<file path="config.mk">
export PLATFORM = sky130hd
export DESIGN_NAME = jta_tap_access_enable
export DESIGN_NICKNAME = d
export VERILOG_FILES = /design/src/jta_pkg.sv /design/src/jta_tap_access_enable.sv
export VERILOG_INCLUDE_DIRS = /design/src /design/src/src
export SDC_FILE = /design/constraint.sdc
export NUM_CORES = 1
export LEC_CHECK = 0
export BUFFER_PORTS_ARGS = -buffer_cell sky130_fd_sc_hd__clkbuf_2
export CAP_MARGIN = 20
export CORE_MARGIN = 8
export CORE_UTILIZATION = 50
export DETAILED_ROUTE_END_ITERATION = 10
export MAX_ROUTING_LAYER = met4
export PLACE_DENSITY_LB_ADDON = 0.25
export SYNTH_ARGS = -nofsm -noshare
export SYNTH_HDL_FRONTEND = slang
export SYNTH_SLANG_ARGS = --single-unit
</file>
<file path="constraint.sdc">
create_clock -name clk -period 12.7 [get_ports clk]
set_input_delay 2.54 -clock clk [delete_from_list [all_inputs] [get_ports clk]]
set_output_delay 2.54 -clock clk [all_outputs]
set_load 0.005 [all_outputs]
</file>
<file path="src/jta_cfg.svh">
// Constants for the test access port front end
`ifndef JTA_CFG_SVH
`define JTA_CFG_SVH

`define JTA_IR_W        4
`define JTA_IR_CAPT     4'h1
`define JTA_IR_EXTEST   4'h0
`define JTA_IR_IDCODE   4'h1
`define JTA_IR_SAMPLE   4'h2
`define JTA_IR_PROG_CTL 4'h4
`define JTA_IR_PROG_DAT 4'h5
`define JTA_IR_DBG_SCAN 4'h8
`define JTA_IR_DBG_BRK  4'h9
`define JTA_IR_BYPASS   4'hf

`define JTA_DR_MAX      32
`define JTA_LEN_W       6
`define JTA_ID_LEN      6'h20
`define JTA_BSC_LEN     6'h08
`define JTA_PROG_LEN    6'h10
`define JTA_DBG_LEN     6'h08
`define JTA_BYP_LEN     6'h01
`define JTA_BSC_W       8
`define JTA_PROG_W      16
`define JTA_DBG_W       8
// Identification value is arbitrary and names no maker or part
`define JTA_ID_VALUE    32'h0a5a5001

`define JTA_TMS_RESET_CNT 3'h5
`define JTA_FIFO_DEPTH  4

`endif

</file>
<file path="src/jta_pkg.sv">
// Types shared by the test access port front end
package jta_pkg;

    typedef enum logic [3:0] {
        ST_RESET, ST_IDLE,
        ST_SEL_DR, ST_CAP_DR, ST_SH_DR, ST_EX1_DR, ST_PA_DR, ST_EX2_DR, ST_UPD_DR,
        ST_SEL_IR, ST_CAP_IR, ST_SH_IR, ST_EX1_IR, ST_PA_IR, ST_EX2_IR, ST_UPD_IR
    } jta_state_type;

    typedef enum logic [2:0] {
        DR_BYPASS, DR_ID, DR_BSC, DR_PROG_CTL, DR_PROG_DAT, DR_DBG_SCAN, DR_DBG_BRK
    } jta_dr_sel_type;

endpackage

</file>
<file path="src/jta_tap_access_enable.sv">
// Test access port controller with pin enable, data registers and programming FIFO
`timescale 1ns/100ps
`include "jta_cfg.svh"

module jta_fifo
    import jta_pkg::*;
#(
    parameter int WIDTH = 16,
    parameter int DEPTH = 4
)
(
    input  wire logic             clk,       // System clock
    input  wire logic             rst,       // Async reset, active high
    input  wire logic             in_valid,  // Write request
    output logic                  in_ready,  // Room for a word
    input  wire logic [WIDTH-1:0] in_data,   // Write word
    output logic                  out_valid, // Word available
    input  wire logic             out_ready, // Reader takes the word
    output logic [WIDTH-1:0]      out_data   // Oldest word
);
    localparam int AW = $clog2(DEPTH);

    logic [WIDTH-1:0] mem [DEPTH];
    logic [AW-1:0]    wr_ptr_reg;
    logic [AW-1:0]    rd_ptr_reg;
    logic [AW:0]      cnt_reg;
    logic [AW:0]      cnt_next;
    logic             push;
    logic             pop;

    assign push     = in_valid && in_ready;
    assign pop      = out_valid && out_ready;
    assign out_data = mem[rd_ptr_reg];

    always_comb
    begin
        cnt_next = cnt_reg;
        if (push && !pop)
            cnt_next = cnt_reg + (AW+1)'(1);
        else if (pop && !push)
            cnt_next = cnt_reg - (AW+1)'(1);
    end

    always_ff @(posedge clk or posedge rst)
    begin
        if (rst)
        begin
            cnt_reg   <= '0;
            in_ready  <= 1'b1;
            out_valid <= 1'b0;
        end
        else
        begin
            cnt_reg   <= cnt_next;
            in_ready  <= (cnt_next != (AW+1)'(DEPTH));
            out_valid <= (cnt_next != '0);
        end
    end

    always_ff @(posedge clk or posedge rst)
    begin
        if (rst)
        begin
            wr_ptr_reg <= '0;
            rd_ptr_reg <= '0;
        end
        else
        begin
            if (push)
                wr_ptr_reg <= (wr_ptr_reg == AW'(DEPTH-1)) ? '0 : wr_ptr_reg + AW'(1);
            if (pop)
                rd_ptr_reg <= (rd_ptr_reg == AW'(DEPTH-1)) ? '0 : rd_ptr_reg + AW'(1);
        end
    end

    always_ff @(posedge clk)
    begin
        if (push)
            mem[wr_ptr_reg] <= in_data;
    end
endmodule

module jta_tap_access_enable
    import jta_pkg::*;
(
    input  wire logic                  clk,                        // 250 MHz system clock
    input  wire logic                  rst,                        // Internal reset, async
    input  wire logic                  tck_pin,                    // Test clock pin
    input  wire logic                  tms_pin,                    // Mode select pin
    input  wire logic                  tdi_pin,                    // Serial data in pin
    output logic                       tdo_pin_out,                // Serial data out level
    output logic                       tdo_pin_oe,                 // Serial out driven
    input  wire logic                  test_port_enable_fuse,      // 1 = fuse programmed
    input  wire logic                  test_port_software_disable, // 1 = software disable
    input  wire logic                  debug_unlock,               // Debug chains allowed
    output logic                       port_pullup_en,             // Pull-ups on the 4 pins
    output logic                       port_pins_gpio,             // Pins are ordinary I/O
    input  wire logic [`JTA_BSC_W-1:0] bsc_pin_sample,             // Pin levels to capture
    output logic [`JTA_BSC_W-1:0]      bsc_drive,                  // Boundary drive values
    output logic                       bsc_extest,                 // Boundary cells own pins
    output logic [`JTA_PROG_W-1:0]     prog_ctl,                   // Programming control
    output logic                       prog_valid,                 // Programming word ready
    input  wire logic                  prog_ready,                 // Programmer takes word
    output logic [`JTA_PROG_W-1:0]     prog_data,                  // Programming word
    input  wire logic [`JTA_DBG_W-1:0] dbg_scan_capture,           // Internal scan input
    input  wire logic [`JTA_DBG_W-1:0] dbg_brk_capture,            // Breakpoint chain input
    output logic [`JTA_DBG_W-1:0]      dbg_scan_update,            // Internal scan output
    output logic [`JTA_DBG_W-1:0]      dbg_brk_update              // Breakpoint chain output
);
    // Synchronisers; tck, tms and tdi share depth so they stay aligned
    logic tck_s1_reg, tck_s2_reg, tck_s3_reg;
    logic tms_s1_reg, tms_s2_reg;
    logic tdi_s1_reg, tdi_s2_reg;
    logic fuse_s1_reg, fuse_s2_reg;
    logic dis_s1_reg, dis_s2_reg;
    logic unl_s1_reg, unl_s2_reg;

    jta_state_type        state_reg;
    jta_dr_sel_type       dr_sel;
    logic [`JTA_IR_W-1:0] ir_reg;
    logic [`JTA_IR_W-1:0] ir_sh_reg;
    logic [`JTA_DR_MAX-1:0] dr_sh_reg;
    logic [`JTA_DR_MAX-1:0] dr_shift_val;
    logic [`JTA_DR_MAX-1:0] dr_capt_val;
    logic [`JTA_LEN_W-1:0]  dr_len;
    logic                 tck_rise;
    logic                 tck_fall;
    logic                 port_en;
    logic                 pend_reg;
    logic [`JTA_PROG_W-1:0] pend_word_reg;
    logic                 fifo_in_ready;
    logic [2:0]           ones_cnt_reg;

    always_ff @(posedge clk or posedge rst)
    begin
        if (rst)
        begin
            tck_s1_reg  <= 1'b0;
            tck_s2_reg  <= 1'b0;
            tck_s3_reg  <= 1'b0;
            tms_s1_reg  <= 1'b1;
            tms_s2_reg  <= 1'b1;
            tdi_s1_reg  <= 1'b1;
            tdi_s2_reg  <= 1'b1;
            fuse_s1_reg <= 1'b1;
            fuse_s2_reg <= 1'b1;
            dis_s1_reg  <= 1'b0;
            dis_s2_reg  <= 1'b0;
            unl_s1_reg  <= 1'b0;
            unl_s2_reg  <= 1'b0;
        end
        else
        begin
            tck_s1_reg  <= tck_pin;
            tck_s2_reg  <= tck_s1_reg;
            tck_s3_reg  <= tck_s2_reg;
            tms_s1_reg  <= tms_pin;
            tms_s2_reg  <= tms_s1_reg;
            tdi_s1_reg  <= tdi_pin;
            tdi_s2_reg  <= tdi_s1_reg;
            fuse_s1_reg <= test_port_enable_fuse;
            fuse_s2_reg <= fuse_s1_reg;
            dis_s1_reg  <= test_port_software_disable;
            dis_s2_reg  <= dis_s1_reg;
            unl_s1_reg  <= debug_unlock;
            unl_s2_reg  <= unl_s1_reg;
        end
    end

    // Test clock edges advance the TAP state and shift registers; clk samples them and also runs the FIFO handshake
    assign tck_rise = tck_s2_reg && !tck_s3_reg;
    assign tck_fall = !tck_s2_reg && tck_s3_reg;
    assign port_en  = fuse_s2_reg && !dis_s2_reg;

    always_ff @(posedge clk or posedge rst)
    begin
        if (rst)
        begin
            port_pullup_en <= 1'b0;
            port_pins_gpio <= 1'b1;
        end
        else
        begin
            port_pullup_en <= port_en;
            port_pins_gpio <= !port_en;
        end
    end

    function automatic jta_state_type next_state(input jta_state_type s, input logic tms);
        case (s)
            ST_RESET:  next_state = tms ? ST_RESET  : ST_IDLE;
            ST_IDLE:   next_state = tms ? ST_SEL_DR : ST_IDLE;
            ST_SEL_DR: next_state = tms ? ST_SEL_IR : ST_CAP_DR;
            ST_CAP_DR: next_state = tms ? ST_EX1_DR : ST_SH_DR;
            ST_SH_DR:  next_state = tms ? ST_EX1_DR : ST_SH_DR;
            ST_EX1_DR: next_state = tms ? ST_UPD_DR : ST_PA_DR;
            ST_PA_DR:  next_state = tms ? ST_EX2_DR : ST_PA_DR;
            ST_EX2_DR: next_state = tms ? ST_UPD_DR : ST_SH_DR;
            ST_UPD_DR: next_state = tms ? ST_SEL_DR : ST_IDLE;
            ST_SEL_IR: next_state = tms ? ST_RESET  : ST_CAP_IR;
            ST_CAP_IR: next_state = tms ? ST_EX1_IR : ST_SH_IR;
            ST_SH_IR:  next_state = tms ? ST_EX1_IR : ST_SH_IR;
            ST_EX1_IR: next_state = tms ? ST_UPD_IR : ST_PA_IR;
            ST_PA_IR:  next_state = tms ? ST_EX2_IR : ST_PA_IR;
            ST_EX2_IR: next_state = tms ? ST_UPD_IR : ST_SH_IR;
            ST_UPD_IR: next_state = tms ? ST_SEL_IR : ST_IDLE;
            default:   next_state = ST_RESET;
        endcase
    endfunction

    // No reset pin: internal reset or five high mode bits return to reset state
    always_ff @(posedge clk or posedge rst)
    begin
        if (rst)
            state_reg <= ST_RESET;
        else if (!port_en)
            state_reg <= ST_RESET;
        else if (tck_rise)
            state_reg <= next_state(state_reg, tms_s2_reg);
    end

    // Instruction decode; debug chains fall back to bypass unless unlocked
    always_comb
    begin
        case (ir_reg)
            `JTA_IR_EXTEST:   dr_sel = DR_BSC;
            `JTA_IR_SAMPLE:   dr_sel = DR_BSC;
            `JTA_IR_IDCODE:   dr_sel = DR_ID;
            `JTA_IR_PROG_CTL: dr_sel = DR_PROG_CTL;
            `JTA_IR_PROG_DAT: dr_sel = DR_PROG_DAT;
            `JTA_IR_DBG_SCAN: dr_sel = unl_s2_reg ? DR_DBG_SCAN : DR_BYPASS;
            `JTA_IR_DBG_BRK:  dr_sel = unl_s2_reg ? DR_DBG_BRK : DR_BYPASS;
            default:          dr_sel = DR_BYPASS;
        endcase
    end

    always_comb
    begin
        dr_capt_val = '0;
        case (dr_sel)
            DR_ID:
            begin
                dr_len      = `JTA_ID_LEN;
                dr_capt_val = `JTA_ID_VALUE;
            end
            DR_BSC:
            begin
                dr_len                        = `JTA_BSC_LEN;
                dr_capt_val[`JTA_BSC_W-1:0]   = bsc_pin_sample;
            end
            DR_PROG_CTL:
            begin
                dr_len                        = `JTA_PROG_LEN;
                dr_capt_val[`JTA_PROG_W-1:0]  = prog_ctl;
            end
            DR_PROG_DAT:
            begin
                // Bit 0 reads back busy so the tester can poll before the next word
                dr_len         = `JTA_PROG_LEN;
                dr_capt_val[0] = pend_reg;
            end
            DR_DBG_SCAN:
            begin
                dr_len                        = `JTA_DBG_LEN;
                dr_capt_val[`JTA_DBG_W-1:0]   = dbg_scan_capture;
            end
            DR_DBG_BRK:
            begin
                dr_len                        = `JTA_DBG_LEN;
                dr_capt_val[`JTA_DBG_W-1:0]   = dbg_brk_capture;
            end
            default:
                dr_len = `JTA_BYP_LEN;
        endcase
    end

    // Serial in enters at the top of the selected length, bit 0 leaves first
    for (genvar i = 0; i < `JTA_DR_MAX; i++)
    begin : g_dr_shift
        if (i == `JTA_DR_MAX - 1)
        begin : g_top
            assign dr_shift_val[i] = (`JTA_LEN_W'(i) == dr_len - `JTA_LEN_W'(1)) && tdi_s2_reg;
        end
        else
        begin : g_mid
            assign dr_shift_val[i] = (`JTA_LEN_W'(i) == dr_len - `JTA_LEN_W'(1)) ? tdi_s2_reg :
                                     (`JTA_LEN_W'(i) <  dr_len - `JTA_LEN_W'(1)) ?
                                     dr_sh_reg[i+1] : 1'b0;
        end
    end

    always_ff @(posedge clk or posedge rst)
    begin
        if (rst)
        begin
            ir_reg    <= `JTA_IR_IDCODE;
            ir_sh_reg <= `JTA_IR_CAPT;
        end
        else if (!port_en)
            ir_reg    <= `JTA_IR_IDCODE;
        else if (tck_rise)
        begin
            case (state_reg)
                ST_RESET:  ir_reg    <= `JTA_IR_IDCODE;
                ST_CAP_IR: ir_sh_reg <= `JTA_IR_CAPT;
                ST_SH_IR:  ir_sh_reg <= {tdi_s2_reg, ir_sh_reg[`JTA_IR_W-1:1]};
                ST_UPD_IR: ir_reg    <= ir_sh_reg;
                default:   ir_reg    <= ir_reg;
            endcase
        end
    end

    always_ff @(posedge clk or posedge rst)
    begin
        if (rst)
            dr_sh_reg <= '0;
        else if (port_en && tck_rise)
        begin
            if (state_reg == ST_CAP_DR)
                dr_sh_reg <= dr_capt_val;
            else if (state_reg == ST_SH_DR)
                dr_sh_reg <= dr_shift_val;
        end
    end

    // Update-DR effects of the selected register
    always_ff @(posedge clk or posedge rst)
    begin
        if (rst)
        begin
            bsc_drive       <= '0;
            bsc_extest      <= 1'b0;
            prog_ctl        <= '0;
            dbg_scan_update <= '0;
            dbg_brk_update  <= '0;
        end
        else
        begin
            bsc_extest <= port_en && (ir_reg == `JTA_IR_EXTEST);
            if (port_en && tck_rise && state_reg == ST_UPD_DR)
            begin
                case (dr_sel)
                    DR_BSC:      bsc_drive       <= dr_sh_reg[`JTA_BSC_W-1:0];
                    DR_PROG_CTL: prog_ctl        <= dr_sh_reg[`JTA_PROG_W-1:0];
                    DR_DBG_SCAN: dbg_scan_update <= dr_sh_reg[`JTA_DBG_W-1:0];
                    DR_DBG_BRK:  dbg_brk_update  <= dr_sh_reg[`JTA_DBG_W-1:0];
                    default:     bsc_drive       <= bsc_drive;
                endcase
            end
        end
    end

    // Virtual data register: each update hands one word to the FIFO.
    // A word updated while one is still waiting is dropped; busy readback warns.
    always_ff @(posedge clk or posedge rst)
    begin
        if (rst)
        begin
            pend_reg      <= 1'b0;
            pend_word_reg <= '0;
        end
        else if (port_en && tck_rise && state_reg == ST_UPD_DR &&
                 dr_sel == DR_PROG_DAT && !pend_reg)
        begin
            pend_reg      <= 1'b1;
            pend_word_reg <= dr_sh_reg[`JTA_PROG_W-1:0];
        end
        else if (pend_reg && fifo_in_ready)
            pend_reg      <= 1'b0;
    end

    jta_fifo #(
        .WIDTH (`JTA_PROG_W),
        .DEPTH (`JTA_FIFO_DEPTH)
    ) u_prog_fifo (
        .clk       (clk),
        .rst       (rst),
        .in_valid  (pend_reg),
        .in_ready  (fifo_in_ready),
        .in_data   (pend_word_reg),
        .out_valid (prog_valid),
        .out_ready (prog_ready),
        .out_data  (prog_data)
    );

    // Launch on the falling test clock so the tester samples a settled bit
    always_ff @(posedge clk or posedge rst)
    begin
        if (rst)
        begin
            tdo_pin_out <= 1'b1;
            tdo_pin_oe  <= 1'b0;
        end
        else if (!port_en)
            tdo_pin_oe  <= 1'b0;
        else if (tck_fall)
        begin
            case (state_reg)
                ST_SH_IR:
                begin
                    tdo_pin_out <= ir_sh_reg[0];
                    tdo_pin_oe  <= 1'b1;
                end
                ST_SH_DR:
                begin
                    tdo_pin_out <= dr_sh_reg[0];
                    tdo_pin_oe  <= 1'b1;
                end
                default:
                    tdo_pin_oe  <= 1'b0;
            endcase
        end
    end

    // Helper: consecutive high mode bits, saturating
    always_ff @(posedge clk or posedge rst)
    begin
        if (rst)
            ones_cnt_reg <= '0;
        else if (!port_en)
            ones_cnt_reg <= '0;
        else if (tck_rise)
            ones_cnt_reg <= !tms_s2_reg ? 3'h0 :
                            (ones_cnt_reg == `JTA_TMS_RESET_CNT) ? ones_cnt_reg :
                            ones_cnt_reg + 3'h1;
    end
endmodule

</file>
==> reports/qor.yml <==
power:
  seqPwrFrac: 0.533
  power.leakage_nw: 3.89
  total_power_mw: 1.29
  powerDensity_nw_per_um2: 139
  peakVddDrop_mv: 0.106
  netSwitchingFraction: 0.243
  clkPwrFrac: 0.409
  power.switching_mw: 0.313
  combPwrFrac: 0.058
  intPower_mw: 0.976
floorplanning:
  pin_count: 95
  die_area_sq_um: 20400
  row_count: 46
  die-width_um: 143
  start_util: 0.509
  core_area_sq_um: 15800
  chipHeight_um: 143
setup_path:
  cp-start-kind: "flop"
  cp_data_arrival_time_ns: 2.19
  criticalPathCategory: "reg2out"
  required_ns: 10.16
  path_max_fanout: 19
  cp-end-kind: "output port"
detailed_routing:
  wire_per_inst_um: 18.8
  drt_iter0_markers: 471
  wl_um: 16800
  vias: 5050
  ant_nets: 0
  drt-pass1-iter-count: 5
  drcViolationCount: 0
  vias_per_cell: 5.66
cts:
  ctsResizeCount: 0
  insertion_delay_ns: 0.42
  numCtsBuffers: 17
  path_clk_slew_ns: 0.07
  holdBufCountCts: 0
  htree_levels: 4
  clk_path_buf_depth: 2
  clockRootBuffer: "clkbuf_16"
  cts.sinks: 192
  cts_tree: "built"
  post_cts_buffers: 0
grt:
  grt_pass1_wl_um: 27000
  gr-total-overflow: 0
  antenna_found_initial: 0
  track_usage: 0.175
  grt_pass1_vias: 5027
  grt_start_max_net_pins: 76
synth:
  ys.flop_type: "dfrtp_1"
  ys_warn_count: 0
  synth_nets: 618
  async_flop_share: 0.667
  synth_cell_type_count: 56
  synth_largest_area_cell: "dfrtp_1"
  netlist_area_sq_um: 8030
  synth_area_leaders: "dfrtp_1 36%, edfxtp_1 24%, mux2_2 6.9%"
  synth-edff-count: 64
  synth_seq_cells: 192
  ys_seq_area_frac: 0.640
  avgSynthCellArea_sq_um: 13.9
  synth_cells: 576
  synth.top_cell.area_share: 0.365
layout:
  largest_reg_flops: 64
  fin_util: 0.587
  syn2layout_area_growth_pct: 15.2
  nNetsFinal: 705
  stdcell_count: 892
  drive_above_1_share: 0.322
  num_antenna_cells: 0
placement:
  post-dp-hpwl_um: 11900
  numPortBuffers: 94
  place.gp.congestion: 0.832
  preCtsSetupSlack_ns: 8.39
  dp_cells: 859
sta:
  period_share: 0.372
  rsz0062_at_grt: "false"
  max_freq_ghz: 0.212
  finalCriticalPeriod_ns: 4.73
  slew_violations: 0
  setup_viol: 0
  skew_ns: 0.0104
  slew-limit-headroom: 0.318
  hold_violations: 0
  setup_ws_ns: 7.97
  max_slew.worst_pin.slew_ns: 1.02
  fin_setup_tns_ns: 0
outcome:
  status: "finished clean"
job:
  cap_violations: 0
worst_hold_path:
  min_path_type: "reg2reg"
==> logic make-up after synthesis <==
logic type	after synthesis	synth area share
flip-flops	192	0.640
AND/OR/NAND/NOR	123	0.0844
AO/OA/AOI/OAI	120	0.0991
multiplexers	78	0.131
buffers and inverters	50	0.0271
adder cells (fa/ha/maj)	9	0.0140
XOR/XNOR	4	0.00436
==> final cells by class <==
cell class / instances / area (sq um)
inverters: 21 / 81.3
well taps: 216 / 270
multi-input cells: 334 / 2680
fillers: 1285 / 6520
clock inverters: 15 / 168
clock buffers: 17 / 425
repair buffers: 97 / 497
flip-flops and latches: 192 / 5140
==> per-stage QoR <==
stage | hold WS [ns] | cell area (sq um)
global placement | 0.332 | 8650
global route | 0.362 | 9260
floorplan | 0.331 | 8030
detailed placement | 0.336 | 8650
CTS | 0.352 | 9240
finish | 0.350 | 9260
==> Yosys cell counts, drive strengths merged (3+ instances only) <==
master and instances:
a211oi 5, a21o 4, a21oi 30, a221oi 13
a22o 10, a22oi 8, a31oi 7, a32o 3
a32oi 4, and3 5, buf 20, clkbuf 9
dfrtp 117, dfstp 11, edfxtp 64, ha 9
inv 21, mux2 58, mux2i 4, mux4 16
nand2 27, nand2b 11, nand3 8, nand3b 8
nor2 29, nor2b 3, nor3 17, nor3b 3
o21ai 28, or3 4, xnor2 3
==> final timing paths <==
path | from | to | slack [ns] | depth (start not counted)
setup reg to reg | ir_reg[2]$_DFFE_PP0P_ | dr_sh_reg[8]$_DFFE_PP0P_ | 9.89 | 6
setup / recovery | u_prog_fifo.rd_ptr_reg[0]$_DFFE_PP0P_ | prog_data[11] | 7.97 | 2
min in group asynchronous | rst | prog_ctl[2]$_DFFE_PP0P_ | 2.30 | 2
hold reg to reg | unl_s1_reg$_DFF_PP0_ | unl_s2_reg$_DFF_PP0_ | 0.35 | 0
max in group asynchronous | rst | dbg_scan_update[0]$_DFFE_PP0P_ | 9.19 | 3
hold / removal | unl_s1_reg$_DFF_PP0_ | unl_s2_reg$_DFF_PP0_ | 0.35 | 0
==> power by group through the flow <==
stage	Sequential [mW]	Combinational [mW]	Clock, mW
6_report	0.687	0.0749	0.528
5_1_grt	0.691	0.0821	0.560
4_1_cts	0.687	0.0757	0.538
3_5_place_dp	0.700	0.0748	0
3_3_place_gp	0.698	0.0722	0
2_1_floorplan	0.673	0.0814	0
==> worst max-delay path: stages, from the launching register on <==
cell,delay (ns)
dfrtp_1,1.02
mux4_2,0.61
clkbuf_2,0.13
==> cells in the final DEF, fill, tap and decap left out, drive strengths merged, types with 9 or more instances in the layout <==
cell type and n:
dfstp 11, mux2 58, ha 9, nand2 27
mux4 16, inv 30, nand2b 11, dfrtp 117
nor3 17, a22o 10, a221oi 13, nor2 29
o21ai 28, clkbuf 111, edfxtp 64, a21oi 30
==> per-layer routing <==
metal / wire (um) / track usage / vias up
li1: - / - / 2335
met1: 7380 / 0.215 / 2548
met2: 8400 / 0.284 / 140
met3: 663 / 0.0347 / 27
met4: 313 / 0.0643 / 0
met5: 0 / - / -
No activity file was read; power rests on OpenSTA's default activity.
